<file path="src/rtl/psr_pkg.sv">
// Contract
// - Pad levels bits 9:0 sampled raw, unfiltered
// - Bit 15 low while power-good pulled low
// - Bit 14 low while alert pulled low
// - Bits 13:10 low per driven fault line
// - Address pin fields: 11 high, 10 float, 00 low
// - Bits 5,4 show run pin 1, 0
// - Bits 3:0 sensed fault line levels
// - Bus address is base plus offset 0-8
// - Respond to the computed bus address
// - Base address bit 7 reads zero
// - Maker identifier is fixed read-only code
// - Lot register holds factory lot number
// - Undischarged turn-on sets flag, pulls alert
// - Hold channel off until output discharged
// - Coefficient above 1.0 disables the check
// - Coefficient stored as 16-bit L11 value
// - Failed discharge may hold others via fault lines
// - Common bit 1 set while timebase held low
// - Common bit 0 follows write-protect pin
// - Common bits 7:2 read zero
package psr_pkg;

   localparam int CLK_PERIOD_NS = 4;
   localparam int SHARE_HOLD_US = 10;
   localparam int SHARE_HOLD_CYC =
      (SHARE_HOLD_US * 1000 + CLK_PERIOD_NS - 1) / CLK_PERIOD_NS;
   localparam int NCHAN = 8;
   localparam int NLINE = 4;

   localparam logic [7:0] CMD_PADS = 8'he5;
   localparam logic [7:0] CMD_BASE = 8'he6;
   localparam logic [7:0] CMD_ID = 8'he7;
   localparam logic [7:0] CMD_LOT = 8'he8;
   localparam logic [7:0] CMD_DISCH = 8'he9;
   localparam logic [7:0] CMD_COMMON = 8'hef;

   localparam logic [6:0] BASE_RST = 7'h5c;
   // L11 0.5: exponent -1, mantissa 1
   localparam logic [15:0] DISCH_RST = 16'hf801;
   localparam int L11_EXP_MSB = 15;
   localparam int L11_EXP_LSB = 11;
   localparam int L11_SIGN = 10;
   localparam logic [63:0] ONE_SCALED = 64'h0000_0000_0001_0000;

   localparam logic [1:0] ASEL_HIGH = 2'h3;
   localparam logic [1:0] ASEL_FLOAT = 2'h2;
   localparam logic [1:0] ASEL_LOW = 2'h0;
   localparam logic [3:0] ADDR_OFS_MAX = 4'h9;

   typedef struct packed {
      logic pgood_free;
      logic alert_free;
      logic [3:0] fault_free;
      logic [1:0] addr_pin1_state;
      logic [1:0] addr_pin0_state;
      logic run_pin_1;
      logic run_pin_0;
      logic [3:0] fault_lvl;
   } psr_pads_s;

   typedef struct packed {
      logic [5:0] rsvd;
      logic share_held;
      logic wp_high;
   } psr_common_s;

   typedef enum logic [2:0] {
      CH_OFF = 3'h1,
      CH_WAIT = 3'h2,
      CH_ON = 3'h4
   } psr_chan_e;

endpackage : psr_pkg

</file>
<file path="src/rtl/psr_bank.sv">
`timescale 1ns/1ps
`default_nettype none
module psr_bank #(
   parameter logic [15:0] MAKER_ID = 16'h0a5a, // Arbitrary value
   parameter logic [7:0] LOT_NUMBER = 8'h01 // Arbitrary value
) (
   // Clock and reset
   input wire logic REF_CLK,
   input wire logic NRST,
   // Command port
   input wire logic [7:0] CMD_CODE,
   input wire logic CMD_RD,
   input wire logic CMD_WR,
   input wire logic [15:0] CMD_WDATA,
   output logic [15:0] CMD_RDATA,
   output logic CMD_DONE,
   output logic CMD_NACK,
   // Bus address
   input wire logic [6:0] BUS_ADDR,
   output logic [6:0] DEV_ADDR,
   output logic ADDR_MATCH,
   // Pads
   input wire logic PGOOD_PULL,
   input wire logic ALERT_PULL_EXT,
   output logic ALERT_O,
   output logic ALERT_OE,
   input wire logic [3:0] FAULT_I,
   output logic [3:0] FAULT_O,
   output logic [3:0] FAULT_OE,
   input wire logic [1:0] ADDR_PIN0_STATE,
   input wire logic [1:0] ADDR_PIN1_STATE,
   input wire logic RUN_PIN_0,
   input wire logic RUN_PIN_1,
   input wire logic SHARE_CLK_I,
   input wire logic WP_I,
   // Channels
   input wire logic [7:0] CHAN_ON_REQ,
   input wire logic [7:0][15:0] VOUT_MEAS,
   input wire logic [7:0][15:0] VOUT_CMD,
   input wire logic [3:0] FWD_MASK,
   input wire logic [3:0] HOLD_MASK,
   input wire logic CLEAR_FLAGS,
   output logic [7:0] CHAN_ON,
   output logic [7:0] DISCHARGE_FLAG
);

   ////////////////////////////////////////////////////////////////////
   psr_pkg::psr_pads_s pad_q;
   logic [6:0] base_q;
   logic [15:0] coef_q;
   logic [11:0] share_cnt_q;
   logic share_held_q;
   logic [3:0] addr_ofs;
   logic [7:0] above;
   logic [7:0] enter_wait;
   logic [7:0] waiting;
   logic disch_off;
   logic hold;
   psr_pkg::psr_chan_e st_q [8];

   // Scales x by the L11 coefficient, 16 fraction bits kept
   function automatic logic [63:0] l11_scale(input logic [15:0] x,
                                             input logic [15:0] c);
      logic [9:0] m;
      logic [4:0] sh;
      logic [63:0] p;
      // Negative coefficient acts as zero
      m = c[psr_pkg::L11_SIGN] ? 10'h000 : c[9:0];
      sh = {~c[psr_pkg::L11_EXP_MSB], c[psr_pkg::L11_EXP_MSB-1:
                                         psr_pkg::L11_EXP_LSB]};
      p = 64'(x) * 64'(m);
      return p << sh;
   endfunction : l11_scale

   function automatic logic [3:0] asel_weight(input logic [1:0] s);
      logic [3:0] w;
      case (s)
         psr_pkg::ASEL_HIGH: w = 4'h2;
         psr_pkg::ASEL_LOW: w = 4'h0;
         default: w = 4'h1; // Reserved code taken as floating
      endcase
      return w;
   endfunction : asel_weight

   ////////////////////////////////////////////////////////////////////
   // Raw pad capture, no deglitch so software sees true pin activity
   always_ff @(posedge REF_CLK or negedge NRST) begin
      if (!NRST) begin
         pad_q <= '0;
      end else begin
         pad_q.pgood_free <= ~PGOOD_PULL;
         pad_q.alert_free <= ~ALERT_OE;
         pad_q.fault_free <= ~FAULT_OE;
         pad_q.addr_pin1_state <= ADDR_PIN1_STATE;
         pad_q.addr_pin0_state <= ADDR_PIN0_STATE;
         pad_q.run_pin_1 <= RUN_PIN_1;
         pad_q.run_pin_0 <= RUN_PIN_0;
         pad_q.fault_lvl <= FAULT_I;
      end
   end

   a_pad_raw_level: assert property (
      @(posedge REF_CLK) disable iff (!NRST)
      $past(NRST) |-> pad_q.fault_lvl == $past(FAULT_I))
      else $error("fault level readback wrong");

   a_alert_readback: assert property (
      @(posedge REF_CLK) disable iff (!NRST)
      ALERT_OE |=> !pad_q.alert_free)
      else $error("alert drive readback wrong");

   ////////////////////////////////////////////////////////////////////
   // Shared timebase held-low detector
   always_ff @(posedge REF_CLK or negedge NRST) begin
      if (!NRST) begin
         share_cnt_q <= '0;
         share_held_q <= 1'b0;
      end else begin
         if (SHARE_CLK_I) begin
            share_cnt_q <= '0;
         end else if (share_cnt_q != 12'(psr_pkg::SHARE_HOLD_CYC)) begin
            share_cnt_q <= share_cnt_q + 12'h001;
         end
         share_held_q <= !SHARE_CLK_I &&
            share_cnt_q == 12'(psr_pkg::SHARE_HOLD_CYC);
      end
   end

   a_share_active: assert property (
      @(posedge REF_CLK) disable iff (!NRST)
      SHARE_CLK_I |=> !share_held_q [*2])
      else $error("timebase held while toggling");

   a_share_held: assert property (
      @(posedge REF_CLK) disable iff (!NRST)
      !SHARE_CLK_I && share_cnt_q == 12'(psr_pkg::SHARE_HOLD_CYC)
      |=> share_held_q)
      else $error("timebase low but not reported held");

   ////////////////////////////////////////////////////////////////////
   // Bus address
   assign addr_ofs = 4'(asel_weight(ADDR_PIN1_STATE) * 4'h3) +
                     asel_weight(ADDR_PIN0_STATE);

   always_ff @(posedge REF_CLK or negedge NRST) begin
      if (!NRST) begin
         DEV_ADDR <= psr_pkg::BASE_RST;
      end else begin
         DEV_ADDR <= base_q + 7'(addr_ofs);
      end
   end

   assign ADDR_MATCH = (BUS_ADDR == DEV_ADDR);

   a_addr_sum: assert property (
      @(posedge REF_CLK) disable iff (!NRST)
      $past(NRST) |-> DEV_ADDR == $past(base_q) + 7'($past(addr_ofs)))
      else $error("device address not base plus offset");

   ////////////////////////////////////////////////////////////////////
   // Command port: writes
   always_ff @(posedge REF_CLK or negedge NRST) begin
      if (!NRST) begin
         base_q <= psr_pkg::BASE_RST;
         coef_q <= psr_pkg::DISCH_RST;
      end else if (CMD_WR) begin
         if (CMD_CODE == psr_pkg::CMD_BASE) begin
            base_q <= CMD_WDATA[6:0];
         end
         if (CMD_CODE == psr_pkg::CMD_DISCH) begin
            coef_q <= CMD_WDATA;
         end
      end
   end

   // Command port: reads, pure mux so reading never disturbs state
   always_ff @(posedge REF_CLK or negedge NRST) begin
      if (!NRST) begin
         CMD_RDATA <= '0;
      end else if (CMD_RD) begin
         case (CMD_CODE)
            psr_pkg::CMD_PADS: CMD_RDATA <= pad_q;
            psr_pkg::CMD_BASE: CMD_RDATA <= {9'h000, base_q};
            psr_pkg::CMD_ID: CMD_RDATA <= MAKER_ID;
            psr_pkg::CMD_LOT: CMD_RDATA <= {8'h00, LOT_NUMBER};
            psr_pkg::CMD_DISCH: CMD_RDATA <= coef_q;
            psr_pkg::CMD_COMMON: begin
               CMD_RDATA <= {8'h00, 6'h00, share_held_q, WP_I};
            end
            default: CMD_RDATA <= '0;
         endcase
      end else begin
         CMD_RDATA <= '0;
      end
   end

   always_ff @(posedge REF_CLK or negedge NRST) begin
      if (!NRST) begin
         CMD_DONE <= 1'b0;
         CMD_NACK <= 1'b0;
      end else begin
         CMD_DONE <= CMD_RD | CMD_WR;
         CMD_NACK <= (CMD_RD && !(CMD_CODE inside {psr_pkg::CMD_PADS,
            psr_pkg::CMD_BASE, psr_pkg::CMD_ID, psr_pkg::CMD_LOT,
            psr_pkg::CMD_DISCH, psr_pkg::CMD_COMMON})) ||
            (CMD_WR && !(CMD_CODE inside {psr_pkg::CMD_BASE,
            psr_pkg::CMD_DISCH}));
      end
   end

   a_pgood_readback: assert property (
      @(posedge REF_CLK) disable iff (!NRST)
      ##2 CMD_RD && CMD_CODE == psr_pkg::CMD_PADS
      |=> CMD_RDATA[15] == !$past(PGOOD_PULL, 2))
      else $error("power-good readback wrong");

   a_base_rsvd: assert property (
      @(posedge REF_CLK) disable iff (!NRST)
      CMD_RD && CMD_CODE == psr_pkg::CMD_BASE
      |=> CMD_RDATA[15:7] == 9'h000 && CMD_DONE)
      else $error("base address bit 7 not zero");

   a_base_write: assert property (
      @(posedge REF_CLK) disable iff (!NRST)
      CMD_WR && CMD_CODE == psr_pkg::CMD_BASE
      |=> base_q == $past(CMD_WDATA[6:0]))
      else $error("base address write lost");

   a_id_fixed: assert property (
      @(posedge REF_CLK) disable iff (!NRST)
      CMD_RD && CMD_CODE == psr_pkg::CMD_ID
      |=> CMD_RDATA == MAKER_ID && !CMD_NACK)
      else $error("maker identifier wrong");

   a_id_write_nack: assert property (
      @(posedge REF_CLK) disable iff (!NRST)
      CMD_WR && CMD_CODE == psr_pkg::CMD_ID
      |=> CMD_NACK && CMD_DONE)
      else $error("write to identifier not refused");

   a_lot_fixed: assert property (
      @(posedge REF_CLK) disable iff (!NRST)
      CMD_RD && CMD_CODE == psr_pkg::CMD_LOT
      |=> CMD_RDATA == {8'h00, LOT_NUMBER} && !CMD_NACK)
      else $error("lot number wrong");

   a_common_bits: assert property (
      @(posedge REF_CLK) disable iff (!NRST)
      CMD_RD && CMD_CODE == psr_pkg::CMD_COMMON
      |=> CMD_RDATA[15:2] == 14'h0000 &&
          CMD_RDATA[0] == $past(WP_I))
      else $error("common status wrong");

   a_read_no_effect: assert property (
      @(posedge REF_CLK) disable iff (!NRST)
      CMD_RD && !CMD_WR |=> $stable(base_q) && $stable(coef_q))
      else $error("read changed a register");

   ////////////////////////////////////////////////////////////////////
   // Discharge check and channel turn-on
   assign disch_off =
      l11_scale(16'h0001, coef_q) > psr_pkg::ONE_SCALED;
   // Held off while an enabled fault line is low
   assign hold = |(HOLD_MASK & ~FAULT_I);

   for (genvar i = 0; i < psr_pkg::NCHAN; i++) begin : g_chan
      assign above[i] = {32'h0, VOUT_MEAS[i], 16'h0000} >=
                        l11_scale(VOUT_CMD[i], coef_q);
      assign waiting[i] = (st_q[i] == psr_pkg::CH_WAIT);
      assign enter_wait[i] = st_q[i] == psr_pkg::CH_OFF && CHAN_ON_REQ[i] &&
                             !hold && above[i] && !disch_off;

      always_ff @(posedge REF_CLK or negedge NRST) begin
         if (!NRST) begin
            st_q[i] <= psr_pkg::CH_OFF;
         end else begin
            case (st_q[i])
               psr_pkg::CH_OFF: begin
                  if (enter_wait[i]) begin
                     st_q[i] <= psr_pkg::CH_WAIT;
                  end else if (CHAN_ON_REQ[i] && !hold) begin
                     st_q[i] <= psr_pkg::CH_ON;
                  end
               end
               // Hold ignored here, else our own drive would deadlock us
               psr_pkg::CH_WAIT: begin
                  if (!CHAN_ON_REQ[i]) begin
                     st_q[i] <= psr_pkg::CH_OFF;
                  end else if (!above[i] || disch_off) begin
                     st_q[i] <= psr_pkg::CH_ON;
                  end
               end
               psr_pkg::CH_ON: begin
                  if (!CHAN_ON_REQ[i]) begin
                     st_q[i] <= psr_pkg::CH_OFF;
                  end
               end
               default: st_q[i] <= psr_pkg::CH_OFF;
            endcase
         end
      end

      // Set wins over clear
      always_ff @(posedge REF_CLK or negedge NRST) begin
         if (!NRST) begin
            DISCHARGE_FLAG[i] <= 1'b0;
         end else begin
            DISCHARGE_FLAG[i] <= enter_wait[i] ||
               (DISCHARGE_FLAG[i] && !CLEAR_FLAGS);
         end
      end

      assign CHAN_ON[i] = (st_q[i] == psr_pkg::CH_ON);

      a_wait_holds: assert property (
         @(posedge REF_CLK) disable iff (!NRST)
         st_q[i] == psr_pkg::CH_WAIT && above[i] && !disch_off
         |=> st_q[i] != psr_pkg::CH_ON)
         else $error("channel on before discharge");

      a_disable_check: assert property (
         @(posedge REF_CLK) disable iff (!NRST)
         st_q[i] == psr_pkg::CH_OFF && CHAN_ON_REQ[i] && !hold && disch_off
         |=> CHAN_ON[i] && !$rose(DISCHARGE_FLAG[i]))
         else $error("disabled check still blocked turn-on");

      a_flag_sticky: assert property (
         @(posedge REF_CLK) disable iff (!NRST)
         DISCHARGE_FLAG[i] && !CLEAR_FLAGS |=> DISCHARGE_FLAG[i])
         else $error("discharge flag lost without clear");

      a_hold_blocks: assert property (
         @(posedge REF_CLK) disable iff (!NRST)
         st_q[i] == psr_pkg::CH_OFF && hold |=> !CHAN_ON[i])
         else $error("channel turned on while held");
   end

   ////////////////////////////////////////////////////////////////////
   // Open-drain drives
   always_ff @(posedge REF_CLK or negedge NRST) begin
      if (!NRST) begin
         ALERT_OE <= 1'b0;
         FAULT_OE <= '0;
      end else begin
         ALERT_OE <= (|DISCHARGE_FLAG) | ALERT_PULL_EXT;
         FAULT_OE <= FWD_MASK & {4{|waiting}};
      end
   end

   assign ALERT_O = 1'b0;
   assign FAULT_O = 4'h0;

   a_disch_alert: assert property (
      @(posedge REF_CLK) disable iff (!NRST)
      (|enter_wait) |=> ##1 ALERT_OE)
      else $error("discharge flag did not pull alert");

endmodule : psr_bank
`default_nettype wire

</file>
<file path="config.mk">
export PLATFORM = sky130hd
export DESIGN_NAME = psr_bank
export DESIGN_NICKNAME = d
export VERILOG_FILES = /design/src/rtl/psr_pkg.sv /design/src/rtl/psr_bank.sv
export SDC_FILE = /design/constraint.sdc
export NUM_CORES = 2
export LEC_CHECK = 0
export BUFFER_PORTS_ARGS = -buffer_cell sky130_fd_sc_hd__buf_4
export CORE_AREA = 3 3 315 628
export CTS_CLUSTER_DIAMETER = 120
export DETAILED_ROUTE_END_ITERATION = 7
export DIE_AREA = 0 0 318 631
export SYNTH_ARGS = -nofsm -noshare
export SYNTH_HDL_FRONTEND = slang
export SYNTH_SLANG_ARGS = --single-unit
</file>
<file path="constraint.sdc">
create_clock -name REF_CLK -period 13.5 [get_ports REF_CLK]
set_input_delay 2.025 -clock REF_CLK [delete_from_list [all_inputs] [get_ports REF_CLK]]
set_output_delay 2.025 -clock REF_CLK [all_outputs]
set_load 0.05 [all_outputs]
</file>
# --- Yosys cells after proc, flatten, opt, wreduce, memory -nomap -nowiden ---
# Index checks and enable logic that the tools add are counted.
# W data, S select, Z words.
op_classes:
  order_cmp: 9
  multipliers: 9
  shifts: 9
  add_sub_neg: 3
  muxes: 55
  n_reduce_logical: 100
  bitwise: 9
  n_eq_ne: 59
ops:
  columns: ["op", "n"]
  rows:
  - ["$ge A32 B64 Y1", 8]
  - ["$shl A26 B5 Y64", 8]
  - ["$mul A16 B10 Y26", 8]
  - ["$mux W3", 40]
  - ["$pmux W16 S6", 1]
  - ["$pmux W3 S3", 8]
  - ["$gt A64 B17 Y1 const B", 1]
  - ["$shl A10 B5 Y64", 1]
  - ["$logic_and A1 B1 Y1", 51]
  - ["$eq A8 B8 Y1 const B", 6]
  - ["$ne A3 B2 Y1 const B", 16]
  - ["$eq A3 B1 Y1 const B", 8]
  - ["$eq A3 B2 Y1 const B", 8]
  - ["$eq A3 B3 Y1 const B", 8]
  - ["$mux W12", 2]
  - ["$reduce_and A3 Y1", 8]
  - ["$logic_or A1 B1 Y1", 17]
  - ["$mux W16", 1]
  - ["$ne A2 B2 Y1 const B", 8]
  - ["$reduce_or A8 Y1", 2]
  - ["$logic_not A1 Y1", 14]
  - ["$add A12 B1 Y12 const B", 1]
  - ["$eq A12 B12 Y1 const B", 1]
  - ["$ne A12 B12 Y1 const B", 1]
  - ["other kinds (16)", 26]
word_totals:
  reg_bits: 114
  input_bits: 322
  wordCells: 287
  output_inout_bits: 52

# --- Depth between registers and ports, before layout ---
depth:
  word_depth: 9
  ltp_mapped: 42
  mapped_depth_nobuf: 37

# --- Least setup slack after synthesis ---
# OpenSTA, ideal clock, no wires.
synth_path:
  path_kind: "input to register"
  from: "input port VOUT_CMD[117] (netlist name)"
  to: "register st_q[2] (netlist name)"
  required_time_ns: 13.376
  stages: 34
  path_buffers: 2
  arrival_ns: 10.451
  setup_slack_ns: 2.925
  setup_ns: 0.124
  path_cell_list: "buf_1 > nand2_1 > fa_1 > inv_1 > fa_1 > inv_1 > fa_1 > inv_1 > fa_1 > inv_1 > fa_1 > inv_1 > ha_1 > clkbuf_1 > and4_1 > a221oi_1 > o21ba_2 > o311a_1 > o211ai_1 > xor2_1 > a2111oi_0 > a32o_1 > mux2_2 > ha_1 > and4_1 > nand3_1 > or4_1 > or3_1 > a211oi_1 > nand4b_1 > a2111oi_0 > a21oi_1 > or4b_1 > o31a_1"
synth_between:
  elab_chain_len: 7
synth_lines:
  columns: ["item", "line", "text"]
  rows:
  - ["start, declared", "psr_bank.sv:39", "input wire logic [7:0][15:0] VOUT_CMD,"]
  - ["$mul A16 B10 Y26 *", "psr_bank.sv:71", "p = 64'(x) * 64'(m);"]
  - ["$shl A26 B5 Y64 *", "psr_bank.sv:72", "return p << sh;"]
  - ["$ge A32 B64 Y1 *", "psr_bank.sv:267", "assign above[i] = {32'h0, VOUT_MEAS[i], 16'h0000} >="]
  - ["$logic_and A1 B1 Y1 / $logic_not A1 Y1 (equally long branches)", "psr_bank.sv:271, psr_bank.sv:289", null]
  - ["$logic_and A1 B1 Y1 / $logic_or A1 B1 Y1 (equally long branches)", "psr_bank.sv:271, psr_bank.sv:289", null]
  - ["$ne A3 B2 Y1 (no source line) / $mux W3 (equally long branches)", null, null]
  - ["$reduce_and A3 Y1 (no source line) / $pmux W3 S3 (equally long branches)", null, null]
  - ["end signal, assigned by index", "psr_bank.sv:275", "st_q[i] <= psr_pkg::CH_OFF;"]
  - ["end signal, assigned by index", "psr_bank.sv:280", "st_q[i] <= psr_pkg::CH_WAIT;"]
  - ["end signal, assigned by index", "psr_bank.sv:282", "st_q[i] <= psr_pkg::CH_ON;"]
  - ["end, declared", "psr_bank.sv:59", "psr_pkg::psr_chan_e st_q [8];"]
# Mark *: on every way between the ends. The rest lies on a longest branch, timed or not.
# A chain may end at the register's enable or synchronous reset.

# --- Worst setup path in the final report ---
layout_path:
  from: "register coef_q[10]"
  to: "register st_q[5] (netlist name)"
layout_between:
  elab_chain_len: 8
layout_lines:
  columns: ["item", "line", "text"]
  rows:
  - ["start, declared", "psr_bank.sv:50", "logic [15:0] coef_q;"]
  - ["start signal, assigned", "psr_bank.sv:165", "coef_q <= psr_pkg::DISCH_RST;"]
  - ["$mux W10 *", "psr_bank.sv:68", "m = c[psr_pkg::L11_SIGN] ? 10'h000 : c[9:0];"]
  - ["$mul A16 B10 Y26", "psr_bank.sv:71", null]
  - ["$shl A26 B5 Y64", "psr_bank.sv:72", null]
  - ["$ge A32 B64 Y1", "psr_bank.sv:267", null]
  - ["$logic_and A1 B1 Y1 / $logic_not A1 Y1 (equally long branches)", "psr_bank.sv:271, psr_bank.sv:289", null]
  - ["$logic_and A1 B1 Y1 / $logic_or A1 B1 Y1 (equally long branches)", "psr_bank.sv:271, psr_bank.sv:289", null]
  - ["$ne A3 B2 Y1 (no source line) / $mux W3 (equally long branches)", null, null]
  - ["$reduce_and A3 Y1 (no source line) / $pmux W3 S3 (equally long branches)", null, null]
# Marks and branches as above.

==> results_dict.tcl <==
set metrics [dict create \
    outcome "complete, no violations" \
    cp-start-kind "register" \
    path_max_fanout 32 \
    h-tree-depth 4 \
    root_buffer "clkbuf_16" \
    finalWirelength_um 288000 \
    synth_cell_types 107 \
    crit_required_ns 13.85 \
    port_buffers 368 \
    whs_ns 0.437 \
    gp_congestion 1.01 \
    synth_area_mm2 0.0677 \
    core_mm2 0.193 \
    clock-sinks 114 \
    grt_pass1_wl_um 435000 \
    drc 0 \
    crit_type "register to register" \
    clk_path_buf_depth 3 \
    fin_crit_sh_pct 88.9 \
    yosysMostFrequentCell "nand2_1" \
    syn2layout_area_growth_pct 8.30 \
    synth_edf_count 0 \
    clock_latency_ns 0.49 \
    powerDensity_mw_per_mm2 61.2 \
    hpwl_um 230000 \
    setup_viol 0 \
    path_clk_slew_ns 0.05 \
    routedWlPerCell_um 25.8 \
    avgViaCountPerCell 5.99 \
    fin_crit_ns 12.01 \
    cp_common_cell "fa_1" \
    min_path_type "register to register" \
    grt_max_degree 114 \
    vias 66700 \
    setup_total_negative_slack_ns 0 \
    synth-seq-area-share_pct 4.26 \
    critPathMaxStageDelay_ns 0.87 \
    overflow 0 \
    rsz0062_at_grt "no" \
    cp_top_family "compound AO/OA/AOI/OAI gates" \
    endpoint_kind "register" \
    grt_pass1_vias 69000 \
    final_nets 10400 \
    fin_skew_ns 0.0276 \
    yosysTopAreaCell "fa_1" \
    final_cells 11100 \
    max_freq_mhz 83.3 \
    peakVddDrop_mv 0.107 \
    cts_inserted_buffers 25 \
    crit_buf_inv 4 \
    ant_nets 0 \
    start_util_pct 35.0 \
    p_leak_nw 35.7 \
    post_cts_buffers 0 \
    ys_top_cells_by_area "fa_1 26%, ha_1 12%, nand2_1 6.2%" \
    syn_inst 8658 \
    grt_usage_pct 27.9 \
    ys_warn_count 0 \
    finalMaxSlewViolations 0 \
    final_hold_viol_count 0 \
    tightest_slew_ns 1.33 \
    die_x_um 318 \
    drt-initial-drc-count 6048 \
    dp_cells 11100 \
    dr.pass1.iters 7 \
    cts_tree "done" \
    cts_resized 0 \
    drv_cap 0 \
    avgSynthCellArea_um2 7.82 \
    io_pins 374 \
    rows 228 \
    synth-async-reset-ratio_pct 100 \
    die_y_um 631 \
    arrival_ns 12.36 \
    critical_path.slowest_cell "nor2b_4" \
    synth_seq_cells 114 \
    ys_top_cells_by_count "1,111 x nand2_1, 1,057 x inv_1, 882 x fa_1" \
    die-area_mm2 0.201 \
    antenna_found_initial 15 \
    synth_top_area_share_pct 26.1 \
    holdBufCountCts 0 \
    synth_top_flop_cell "dfrtp_1" \
    slew_headroom_pct 10.6 \
    drive_gt1_share_pct 9.35 \
]
## flip-flops by register name (all words and copies together) (netlist names)
signal / count
share_cnt_q: 12
pad_q: 16
share_held_q: 1
CMD_DONE: 1
CMD_NACK: 1
DEV_ADDR: 7
ALERT_OE: 1
DISCHARGE_FLAG: 8
FAULT_OE: 4
CMD_RDATA: 16
st_q: 24
coef_q: 16
base_q: 7
## power by group
| group | leakage, nW | switching [W] | total [W] | internal, W |
|---|---|---|---|---|
| logic | 33.9 | 0.00229 | 0.00355 | 0.00126 |
| clock network | 0.344 | 0.000173 | 0.000531 | 0.000358 |
| registers | 1.45 | 0.0000345 | 0.000401 | 0.000367 |
## layout make-up
| type | instances | area (um2) |
|---|---|---|
| antenna | 11 | 27.5 |
| clock buffer | 30 | 664 |
| clock inverter | 2 | 35.0 |
| fill | 20000 | 120000 |
| inverter | 1058 | 3980 |
| multi-input combinational | 6880 | 58600 |
| sequential | 114 | 2900 |
| tap | 2530 | 3170 |
| timing repair buffer | 505 | 3930 |
## layout by cell type (no fill, tap or decap), types with 73 or more instances in the layout
| cell | n |
|---|---|
| a211oi_1 | 103 |
| a21o_1 | 131 |
| a21oi_1 | 425 |
| a31oi_1 | 73 |
| and2_1 | 666 |
| buf_4 | 494 |
| dfrtp_1 | 92 |
| fa_1 | 882 |
| ha_1 | 628 |
| inv_1 | 1053 |
| mux2_2 | 89 |
| mux2i_1 | 151 |
| nand2_1 | 1111 |
| nand3_1 | 107 |
| nand4_1 | 88 |
| nor2_1 | 444 |
| nor3_1 | 109 |
| o211ai_1 | 95 |
| o21a_1 | 86 |
| o21ai_0 | 346 |
| xnor2_1 | 85 |
## metal layers
layer  vias to the layer above  wire [um]  global-route usage (%)
li1                      29400          -                       -
met1                     33200     111000                    33.6
met2                      3116     132000                    45.8
met3                       925      20000                    4.29
met4                        14      24300                    19.2
met5                         -         91                       0
## cell families after synthesis
kind of cell	count (synthesis)	share of synthesized area, %
AND/OR/NAND/NOR	2958	21.5
AO/OA/AOI/OAI	1976	20.1
buffers and inverters	1668	9.41
adder cells (fa/ha/maj)	1511	37.7
multiplexers	281	5.05
XOR/XNOR	149	1.93
flip-flops	114	4.26
other	1	0.00554
## through the flow
| stage | setup WS, ns | power, W | cell area (um2) | utilization (%) |
|---|---|---|---|---|
| after floorplan | 2.93 | 0.00267 | 67700 | - |
| after global placement | 1.37 | 0.00382 | 72600 | 37.6 |
| after detailed placement | 1.42 | 0.00385 | 72600 | 37.6 |
| after CTS | 1.61 | 0.00443 | 73300 | 37.9 |
| after global routing | 0.866 | 0.00480 | 73300 | 37.9 |
| final | 1.49 | 0.00448 | 73300 | 37.9 |
## final timing paths
kind                             startpoint            to  slack (ns)  cells past startpoint
max in group asynchronous              NRST  CMD_RDATA[5]       10.56                      2
worst max-delay path             coef_q[10]       st_q[5]        1.49                     31
worst min-delay path            FAULT_OE[3]     pad_q[13]        0.44                      1
worst max register to register   coef_q[10]       st_q[5]        1.49                     31
min in group asynchronous              NRST      st_q[10]        1.57                      1
worst min register to register  FAULT_OE[3]     pad_q[13]        0.44                      1
Note: power is estimated with default switching activity, not from simulation.
